`config.mk`:
```
export PLATFORM = sky130hd
export DESIGN_NAME = adc_channel_tuning_regs
export DESIGN_NICKNAME = d
export VERILOG_FILES = /design/src/hdl/tuning_regs_pkg.sv /design/src/hdl/adc_channel_tuning_regs.sv
export SDC_FILE = /design/constraint.sdc
export NUM_CORES = 1
export LEC_CHECK = 0
export ABC_AREA = 1
export BUFFER_PORTS_ARGS = -buffer_cell sky130_fd_sc_hd__buf_2
export CAP_MARGIN = 10
export CORE_MARGIN = 2
export CORE_UTILIZATION = 50
export CTS_CLUSTER_SIZE = 30
export DETAILED_ROUTE_END_ITERATION = 12
export PLACE_DENSITY = 0.83
export SLEW_MARGIN = 15
export SYNTH_ARGS = -nofsm -noshare
export SYNTH_HDL_FRONTEND = slang
export SYNTH_SLANG_ARGS = --single-unit
```
`constraint.sdc`:
```
create_clock -name sys_clk_i -period 1.3 [get_ports sys_clk_i]
set_clock_uncertainty 0.2 [all_clocks]
set_input_delay 0.26 -clock sys_clk_i [delete_from_list [all_inputs] [get_ports sys_clk_i]]
set_output_delay 0.26 -clock sys_clk_i [all_outputs]
set_load 0.01 [all_outputs]
```
`src/hdl/tuning_regs_pkg.sv`:
```
package tuning_regs_pkg;

	// ==========================================================
	// Register bus geometry.
	localparam int ADDR_W = 12;
	localparam int DATA_W = 8;

	// ==========================================================
	// Register offsets.
	localparam logic [11:0] CHAN_B_DITHER_CTRL_OFS = 12'h434;
	localparam logic [11:0] CHAN_B_SPECIAL_PERF_OFS = 12'h439;
	localparam logic [11:0] HIGH_IF_PART_THREE_OFS = 12'h51d;
	localparam logic [11:0] CHAN_C_CHOPPER_CTRL_OFS = 12'h522;
	localparam logic [11:0] CHAN_C_DITHER_CTRL_OFS = 12'h534;
	localparam logic [11:0] CHAN_C_SPECIAL_PERF_OFS = 12'h539;
	localparam logic [11:0] HIGH_IF_UPPER_PAIR_OFS = 12'h608;

	// ==========================================================
	// Readable field masks; all other bits are write-only and read as zero.
	localparam logic [7:0] DITHER_MASK = 8'h28;
	localparam logic [7:0] BEST_PERF_MASK = 8'h08;
	localparam logic [7:0] HIGH_IF3_MASK = 8'h02;
	localparam logic [7:0] CHOPPER_MASK = 8'h02;
	localparam logic [7:0] HIGH_IF_UPPER_MASK = 8'hc0;

	// ==========================================================
	// Field positions.
	localparam int DITH_HI_BIT = 5;
	localparam int DITH_LO_BIT = 3;
	localparam int BEST_PERF_BIT = 3;
	localparam int HIGH_IF3_BIT = 1;
	localparam int CHOPPER_BIT = 1;
	localparam int HIGH_IF_UPPER_HI_BIT = 7;
	localparam int HIGH_IF_UPPER_LO_BIT = 6;

	// ==========================================================
	// Reset value of every register.
	localparam logic [7:0] REG_RESET = 8'h00;

endpackage

```
`src/hdl/adc_channel_tuning_regs.sv`:
```
`timescale 1ns/10ps
module adc_channel_tuning_regs (
	input wire logic sys_clk_i, // System clock, 20 MHz.
	input wire logic rstn_i, // Asynchronous reset, active low.
	input wire logic [11:0] addr_i, // Register address.
	input wire logic [7:0] wdata_i, // Write data.
	input wire logic wr_i, // Write strobe.
	input wire logic rd_i, // Read strobe.
	output logic [7:0] rdata_o, // Read data, valid the cycle after rd_i.
	input wire logic [1:0] chan_b_companion_i, // Channel B dither bits held elsewhere.
	input wire logic [1:0] chan_c_companion_i, // Channel C dither bits held elsewhere.
	output logic chan_b_no_dither_o, // High when channel B dither is off.
	output logic chan_c_no_dither_o, // High when channel C dither is off.
	output logic chan_b_best_perf_o, // Channel B best-performance mode.
	output logic chan_c_best_perf_o, // Channel C best-performance mode.
	output logic chan_c_no_chopper_o, // High when channel C chopper is disabled.
	output logic high_freq_input_part3_o, // High-IF mode bit, part three.
	output logic [1:0] high_freq_input_upper_o // Upper high-IF mode pair.
);

	// ==========================================================
	// Helper functions

	// Tells whether the bus address names the given register offset.
	// The match is exact on all twelve bits, so neighbouring offsets never alias.
	function automatic logic hit(input logic [11:0] addr, input logic [11:0] ofs);
		hit = (addr == ofs);
	endfunction

	// Tells whether both bits of a dither pair are set.
	// A single bit on its own is not a valid request and keeps dither running.
	function automatic logic pair_set(input logic [7:0] val);
		pair_set = val[tuning_regs_pkg::DITH_HI_BIT] & val[tuning_regs_pkg::DITH_LO_BIT];
	endfunction

	// ==========================================================
	// Write decode

	// One write enable per register, so each store below only looks at its own strobe.
	logic wr_b_dither;
	logic wr_b_perf;
	logic wr_part3;
	logic wr_chopper;
	logic wr_c_dither;
	logic wr_c_perf;
	logic wr_upper;

	// A write lands only on an exact offset; writes to unmapped offsets are ignored.
	assign wr_b_dither = wr_i
		& hit(addr_i, tuning_regs_pkg::CHAN_B_DITHER_CTRL_OFS);
	assign wr_b_perf = wr_i
		& hit(addr_i, tuning_regs_pkg::CHAN_B_SPECIAL_PERF_OFS);
	assign wr_part3 = wr_i
		& hit(addr_i, tuning_regs_pkg::HIGH_IF_PART_THREE_OFS);
	assign wr_chopper = wr_i
		& hit(addr_i, tuning_regs_pkg::CHAN_C_CHOPPER_CTRL_OFS);
	assign wr_c_dither = wr_i
		& hit(addr_i, tuning_regs_pkg::CHAN_C_DITHER_CTRL_OFS);
	assign wr_c_perf = wr_i
		& hit(addr_i, tuning_regs_pkg::CHAN_C_SPECIAL_PERF_OFS);
	assign wr_upper = wr_i
		& hit(addr_i, tuning_regs_pkg::HIGH_IF_UPPER_PAIR_OFS);

	// ==========================================================
	// Storage

	// Only the read/write fields are kept; write-only bits never reach a flip-flop.
	// Masking on the way in means every readback shows zero in the write-only places.
	logic [7:0] chan_b_dither_ctrl_r;
	logic [7:0] chan_b_special_perf_r;
	logic [7:0] high_if_part_three_r;
	logic [7:0] chan_c_chopper_ctrl_r;
	logic [7:0] chan_c_dither_ctrl_r;
	logic [7:0] chan_c_special_perf_r;
	logic [7:0] high_if_upper_pair_r;
	logic [7:0] rdata_nxt;

	// Channel B dither pair.
	// Its companion pair lives outside this bank and is brought in as a level.
	always_ff @(posedge sys_clk_i or negedge rstn_i)
	begin
		if (!rstn_i)
		begin
			chan_b_dither_ctrl_r <= tuning_regs_pkg::REG_RESET;
		end
		else if (wr_b_dither)
		begin
			chan_b_dither_ctrl_r <= wdata_i & tuning_regs_pkg::DITHER_MASK;
		end
	end

	// Channel B best-performance bit.
	// It comes up clear, so the channel runs in the weaker mode until software sets it.
	always_ff @(posedge sys_clk_i or negedge rstn_i)
	begin
		if (!rstn_i)
		begin
			chan_b_special_perf_r <= tuning_regs_pkg::REG_RESET;
		end
		else if (wr_b_perf)
		begin
			chan_b_special_perf_r <= wdata_i & tuning_regs_pkg::BEST_PERF_MASK;
		end
	end

	// High-IF mode bit, part three.
	// It only helps above the high input frequency band and is left to software.
	always_ff @(posedge sys_clk_i or negedge rstn_i)
	begin
		if (!rstn_i)
		begin
			high_if_part_three_r <= tuning_regs_pkg::REG_RESET;
		end
		else if (wr_part3)
		begin
			high_if_part_three_r <= wdata_i & tuning_regs_pkg::HIGH_IF3_MASK;
		end
	end

	// Channel C chopper control.
	// Clear keeps the chopper running, which moves low-frequency noise away from dc.
	always_ff @(posedge sys_clk_i or negedge rstn_i)
	begin
		if (!rstn_i)
		begin
			chan_c_chopper_ctrl_r <= tuning_regs_pkg::REG_RESET;
		end
		else if (wr_chopper)
		begin
			chan_c_chopper_ctrl_r <= wdata_i & tuning_regs_pkg::CHOPPER_MASK;
		end
	end

	// Channel C dither pair.
	// It is kept apart from channel B so one channel never changes the other.
	always_ff @(posedge sys_clk_i or negedge rstn_i)
	begin
		if (!rstn_i)
		begin
			chan_c_dither_ctrl_r <= tuning_regs_pkg::REG_RESET;
		end
		else if (wr_c_dither)
		begin
			chan_c_dither_ctrl_r <= wdata_i & tuning_regs_pkg::DITHER_MASK;
		end
	end

	// Channel C best-performance bit.
	// Like channel B, it must be written again after every reset.
	always_ff @(posedge sys_clk_i or negedge rstn_i)
	begin
		if (!rstn_i)
		begin
			chan_c_special_perf_r <= tuning_regs_pkg::REG_RESET;
		end
		else if (wr_c_perf)
		begin
			chan_c_special_perf_r <= wdata_i & tuning_regs_pkg::BEST_PERF_MASK;
		end
	end

	// Upper high-IF mode pair.
	// Both bits are stored together and leave the bank as one two-bit control.
	always_ff @(posedge sys_clk_i or negedge rstn_i)
	begin
		if (!rstn_i)
		begin
			high_if_upper_pair_r <= tuning_regs_pkg::REG_RESET;
		end
		else if (wr_upper)
		begin
			high_if_upper_pair_r <= wdata_i & tuning_regs_pkg::HIGH_IF_UPPER_MASK;
		end
	end

	// ==========================================================
	// Read path

	// Selects read data; unmapped addresses read zero so software can probe the map safely.
	// A default value at the top keeps the process free of latches.
	always_comb
	begin
		rdata_nxt = tuning_regs_pkg::REG_RESET;
		case (addr_i)
			tuning_regs_pkg::CHAN_B_DITHER_CTRL_OFS:
				rdata_nxt = chan_b_dither_ctrl_r;
			tuning_regs_pkg::CHAN_B_SPECIAL_PERF_OFS:
				rdata_nxt = chan_b_special_perf_r;
			tuning_regs_pkg::HIGH_IF_PART_THREE_OFS:
				rdata_nxt = high_if_part_three_r;
			tuning_regs_pkg::CHAN_C_CHOPPER_CTRL_OFS:
				rdata_nxt = chan_c_chopper_ctrl_r;
			tuning_regs_pkg::CHAN_C_DITHER_CTRL_OFS:
				rdata_nxt = chan_c_dither_ctrl_r;
			tuning_regs_pkg::CHAN_C_SPECIAL_PERF_OFS:
				rdata_nxt = chan_c_special_perf_r;
			tuning_regs_pkg::HIGH_IF_UPPER_PAIR_OFS:
				rdata_nxt = high_if_upper_pair_r;
			default:
				rdata_nxt = tuning_regs_pkg::REG_RESET;
		endcase
	end

	// Read data stand for one cycle after the strobe and are zero otherwise.
	// Returning to zero between reads keeps a stale value from passing for a fresh one.
	// A read in the cycle after a write already sees the new contents.
	always_ff @(posedge sys_clk_i or negedge rstn_i)
	begin
		if (!rstn_i)
		begin
			rdata_o <= tuning_regs_pkg::REG_RESET;
		end
		else if (rd_i)
		begin
			rdata_o <= rdata_nxt;
		end
		else
		begin
			rdata_o <= tuning_regs_pkg::REG_RESET;
		end
	end

	// ==========================================================
	// Dither controls

	// Channel B dither turns off only with its own pair and its companion pair all set.
	// Any other mix keeps the default dithered operation.
	always_ff @(posedge sys_clk_i or negedge rstn_i)
	begin
		if (!rstn_i)
		begin
			chan_b_no_dither_o <= 1'b0;
		end
		else
		begin
			chan_b_no_dither_o <= pair_set(chan_b_dither_ctrl_r) & (&chan_b_companion_i);
		end
	end

	// Channel C dither follows the same rule with its own pair and its own companion pair.
	// The companion input is a level, so the control settles one cycle after it changes.
	always_ff @(posedge sys_clk_i or negedge rstn_i)
	begin
		if (!rstn_i)
		begin
			chan_c_no_dither_o <= 1'b0;
		end
		else
		begin
			chan_c_no_dither_o <= pair_set(chan_c_dither_ctrl_r) & (&chan_c_companion_i);
		end
	end

	// ==========================================================
	// Mode controls

	// Mode bits drive the analog controls straight from their flip-flops.
	// Each one follows its register in the same cycle the write lands, with no added register stage.

	// Channel B best-performance mode.
	assign chan_b_best_perf_o = chan_b_special_perf_r[tuning_regs_pkg::BEST_PERF_BIT];

	// Channel C best-performance mode.
	assign chan_c_best_perf_o = chan_c_special_perf_r[tuning_regs_pkg::BEST_PERF_BIT];

	// Channel C chopper disable; high stops the chopper.
	assign chan_c_no_chopper_o = chan_c_chopper_ctrl_r[tuning_regs_pkg::CHOPPER_BIT];

	// High-IF mode, part three.
	assign high_freq_input_part3_o = high_if_part_three_r[tuning_regs_pkg::HIGH_IF3_BIT];

	// Upper high-IF mode pair, most significant bit first.
	assign high_freq_input_upper_o = high_if_upper_pair_r[tuning_regs_pkg::HIGH_IF_UPPER_HI_BIT:
		tuning_regs_pkg::HIGH_IF_UPPER_LO_BIT];

endmodule

```
# ---- Word-level counts from Yosys, hierarchy flattened
# Index checks and enable logic that the tools add are counted.
dict set report op_classes {
  addsub 0
  multipliers 0
  n_div 0
  magnitude_cmp 0
  n_eq_ne 7
  shifts 0
  mux 2
  bitwise_logic 11
  n_reduce_logical 2
}
# op count
set op_table {}
lappend op_table {{12-bit by 11-bit equality test with 1-bit output (second input constant)} 7}
lappend op_table {{8-bit one-hot mux with 7 select lines} 1}
lappend op_table {{1-bit AND} 11}
lappend op_table {{8-bit two-way mux} 1}
lappend op_table {{2-bit AND reduction} 2}
dict set report word_totals {
  reg_bits 20
  latch_bits 0
  ram_bits 0
  rom_bits 0
  in_bits 28
  output_inout_bits 16
  mem_count 0
}

# ---- Longest topological paths before layout
dict set report logic_depth {
  word_depth 3
  ltp_mapped 9
  ltp_nobuf 9
}

# ---- Worst setup path before layout
# OpenSTA, ideal clock, no wires.
dict set report synth_timing {
  path_type {input -> register}
  start {input port addr_i[11]}
  end {register high_if_upper_pair_r[6]}
  setup_ns 0.123
  t_arrival_ns 0.859
  required_ns 0.977
  slack_ns 0.118
  cell_stages 8
  n_path_buf 0
  path_cell_list {inv_2 nand2_4 nor2_1 nand2_1 nor2_4 nand2_1 nor2_1 a21oi_1}
}
dict set report synth_via {
  elab_chain_cells 2
}
# element line_no
set synth_lines {}
lappend synth_lines {{from (decl)} adc_channel_tuning_regs.sv:5} ;# input wire logic [11:0] addr_i,
lappend synth_lines {{12-bit by 11-bit equality test with 1-bit output} adc_channel_tuning_regs.sv:27} ;# hit = (addr == ofs);
lappend synth_lines {{1-bit AND} adc_channel_tuning_regs.sv:62} ;# & hit(addr_i, tuning_regs_pkg::HIGH_IF_UPPER_PAIR_OFS);
lappend synth_lines {{to (signal assigned)} adc_channel_tuning_regs.sv:168} ;# high_if_upper_pair_r <= tuning_regs_pkg::REG_RESET;
lappend synth_lines {{to (signal assigned)} adc_channel_tuning_regs.sv:172} ;# high_if_upper_pair_r <= wdata_i & tuning_regs_pkg::HIGH_IF_UPPER_MASK;
lappend synth_lines {{to (decl)} adc_channel_tuning_regs.sv:75} ;# logic [7:0] high_if_upper_pair_r;
# No other way between the ends.
# A chain may end at the register's enable or synchronous reset.

# ---- Worst setup path after layout
dict set report layout_timing {
  start {register high_if_part_three_r[1]}
  end {output port high_freq_input_part3_o}
}
# element line_no
set layout_rtl {}
lappend layout_rtl {{from (decl)} adc_channel_tuning_regs.sv:71} ;# logic [7:0] high_if_part_three_r;
lappend layout_rtl {{from (signal assigned)} adc_channel_tuning_regs.sv:112} ;# high_if_part_three_r <= tuning_regs_pkg::REG_RESET;
lappend layout_rtl {{from (signal assigned)} adc_channel_tuning_regs.sv:116} ;# high_if_part_three_r <= wdata_i & tuning_regs_pkg::HIGH_IF3_MASK;
lappend layout_rtl {{to (decl)} adc_channel_tuning_regs.sv:17} ;# output logic high_freq_input_part3_o,
# No word-level cell between the ends.

==> run metrics <==
outcome complete, but fails checks; failing checks negative hold slack; WHS -3.904 ps; area leader, netlist dfrtp_1; insertion delay to the later sink of the worst-skew pair 280 ps; Pwr Density 696.9 nW/µm²; Syn Std Cell Area 1018 µm²; core area 1942 µm²; Area growth syn-to-layout 32.31%; largest family of logic cells by synthesized area simple AND/OR/NAND/NOR gates; CP cell instances buf_6; global-route wire length before repair 4084 µm; final hold violation count 1; #FFs+latches synth 17; DRT iter0 DRCs 28; Synth area leaders dfrtp_1 (42%), nand2_1 (9.2%), inv_1 (8.8%); CTS buffer count 3; Initial Utilization 52.45%; Synth Area in Compound Gates between 7 and 8%; WS Path Type reg -> out; post-synthesis mux area share 0%; First-pass DRT Iterations 4; clk root buf clkbuf_4; Leak ~0.00074 µW; post-synthesis sequential area ratio approximately two fifths; Via Count just over 1000; WP buf/inv 1; Reg area between 400 and 500 µm²; RSZ-0062 raised after global routing true; largest net degree at the start of global routing 18; Clk pwr share between 20% and 30%; Final Max Tran Viols 0; vias in the first global route 993; gate count of the mapped netlist between 100 and 150; Max-Cap Viols 0; H-tree levels 1; unique cell type count in the Yosys netlist 21; GRT Overall Usage 21.94%; Multi-input gate area just under 500 µm²; Die Y 49.13 µm; Post-Syn Area per Cell 7.489 µm²; crit path DAT around 830 ps; Sink Count 17; crit path capture type output pin; max incr delay on CP 410 ps; CP delay by family, top flip-flops; P_sw 235.4 µW; routability congestion estimate approximately 0.77; initial antenna violation count 0; Adder-Cell Fraction of Synth Area 0%; VDD IR max a little under 0.0007 V; maximum fanout along the worst path 3; top-level port count 44; WL final around 2300 µm; nets between 200 and 250; Reg clk slew, reported paths around 90 ps; Critical-path top delay cell dfrtp_1; row count 16; Comb power frac between 10% and 20%; deepest clock path buffer count 2; Post-Place Cell Area around 1200 µm²; f_max 0.7749 GHz; Hold/Removal Path Class in -> reg; Via density approximately 4.7; XOR/XNOR Fraction of Synth Area 0%; die span in x approximately 50 µm; Final Setup Violations 0; final instance area 1348 µm²; Reg power frac 56.5%; Yosys warnings 0; Tcrit/Tclk final 99.27%; ANT nets after route 0; Simple-Gate Fraction of Synth Area 38.21%; switch share around a quarter; crit start category register; Pint 703.6 µW; DRC 0; Power, Total 939.1 µW; Worst EP required approximately 840 ps; dpl hpwl roughly 1700 µm; setup slack, reg-to-reg 130 ps; Wirelength per Cell 10.97 µm; port buffer count 37; Synth top area share 41.77%; CTS tree yes; fraction of layout cells with a size suffix above 1 35.83%; grt total ovfl 0; fillers 174; full die area 2414 µm²; diode count 0; post-layout min period 1290 ps
[Yosys cell counts]
library cell,count
a21oi_1,4
buf_4,3
conb_1,1
dfrtp_1,17
inv_1,24
inv_2,2
nand2_1,25
nand2_2,4
nand2_4,1
nand3_1,5
nand3_2,5
nand4_1,2
nor2_1,22
nor2_2,4
nor2_4,3
nor2_8,1
nor3_1,2
o21ai_0,7
o21ai_1,1
o22ai_1,2
o31ai_1,1
[layout make-up]
type | instances | share of cell area (%)
inverters | 26 | 7.242
clock buffers | 4 | 1.950
flip-flops and latches | 17 | 31.57
well taps | 27 | 2.507
repair buffers | 48 | 21.08
multi-input cells | 92 | 35.65
[kinds of logic (layout without fill, tap and decap cells)]
kind of cell,Yosys count,in the layout
AO/OA/AOI/OAI,15,15
AND/OR/NAND/NOR,74,74
other,1,3
flip-flops,17,17
buffers and inverters,29,78
[final timing paths]
check | endpoint | cells past startpoint | from
setup / recovery | high_freq_input_part3_o | 1 | high_if_part_three_r[1]
hold / removal | chan_c_no_dither_o | 3 | chan_c_companion_i[0]
setup reg to reg | rdata_o[1] | 5 | high_if_part_three_r[1]
hold reg to reg | chan_c_dither_ctrl_r[5] | 2 | chan_c_dither_ctrl_r[5]
max in group asynchronous | chan_b_dither_ctrl_r[5] | 2 | rstn_i
min in group asynchronous | chan_b_no_dither_o | 2 | rstn_i
[metal layers]
metal	track usage, %	vias up	routed length (µm)
met5	0	-	0
met4	8.571	0	55
met3	5.215	8	146
met2	40.54	36	1245
met1	23.76	459	901
li1	-	512	-
[placed cells by master, fill, tap and decap left out, types with 3 or more instances in the layout]
cell type	n
nand2_2	4
a21oi_1	4
o21ai_0	7
dlygate4sd3_1	4
conb_1	3
nor2_2	4
clkbuf_4	3
nand3_2	5
nand2_1	25
inv_1	24
buf_2	36
nor2_1	22
nand3_1	5
dfrtp_1	17
nor2_4	3
buf_4	7
[per-stage QoR]
step | util [%] | setup slack (ps) | hold slack [ps] | instances | setup TNS [ps]
6_report | 69.39 | 9.549 | -3.904 | 214 | 0
5_1_grt | 69.39 | -33.94 | 13.12 | 214 | -143.4
4_1_cts | 67.91 | 0.06878 | 6.777 | 211 | 0
3_5_place_dp | 63.34 | -126.3 | -6.808 | 200 | -1159
3_3_place_gp | 63.34 | -81.78 | -10.85 | 200 | -713.2
2_1_floorplan | - | 118.1 | -235.6 | 138 | 0
[registers in the layout, summed over array words and instances, names as in the netlist]
signal,count
chan_c_no_dither_o,1
chan_b_no_dither_o,1
chan_c_dither_ctrl_r,2
high_if_part_three_r,1
rdata_o,5
chan_b_dither_ctrl_r,2
chan_b_special_perf_r,1
chan_c_chopper_ctrl_r,1
chan_c_special_perf_r,1
high_if_upper_pair_r,2
[timing repair]
action	CTS	global route
setup buffers	3	3
setup endpoints to repair	3	9
endpoints found under the hold margin	19	0
hold buffers	4	0
gates resized for setup	0	1
[power groups by stage]
stage	clock, µW	combinational, µW	sequential [µW]
6_report	271	137	531
5_1_grt	317	155	531
4_1_cts	276	135	531
3_5_place_dp	0	124	541
3_3_place_gp	0	120	541
2_1_floorplan	0	65.4	542
(Power assumes the default switching activity.)
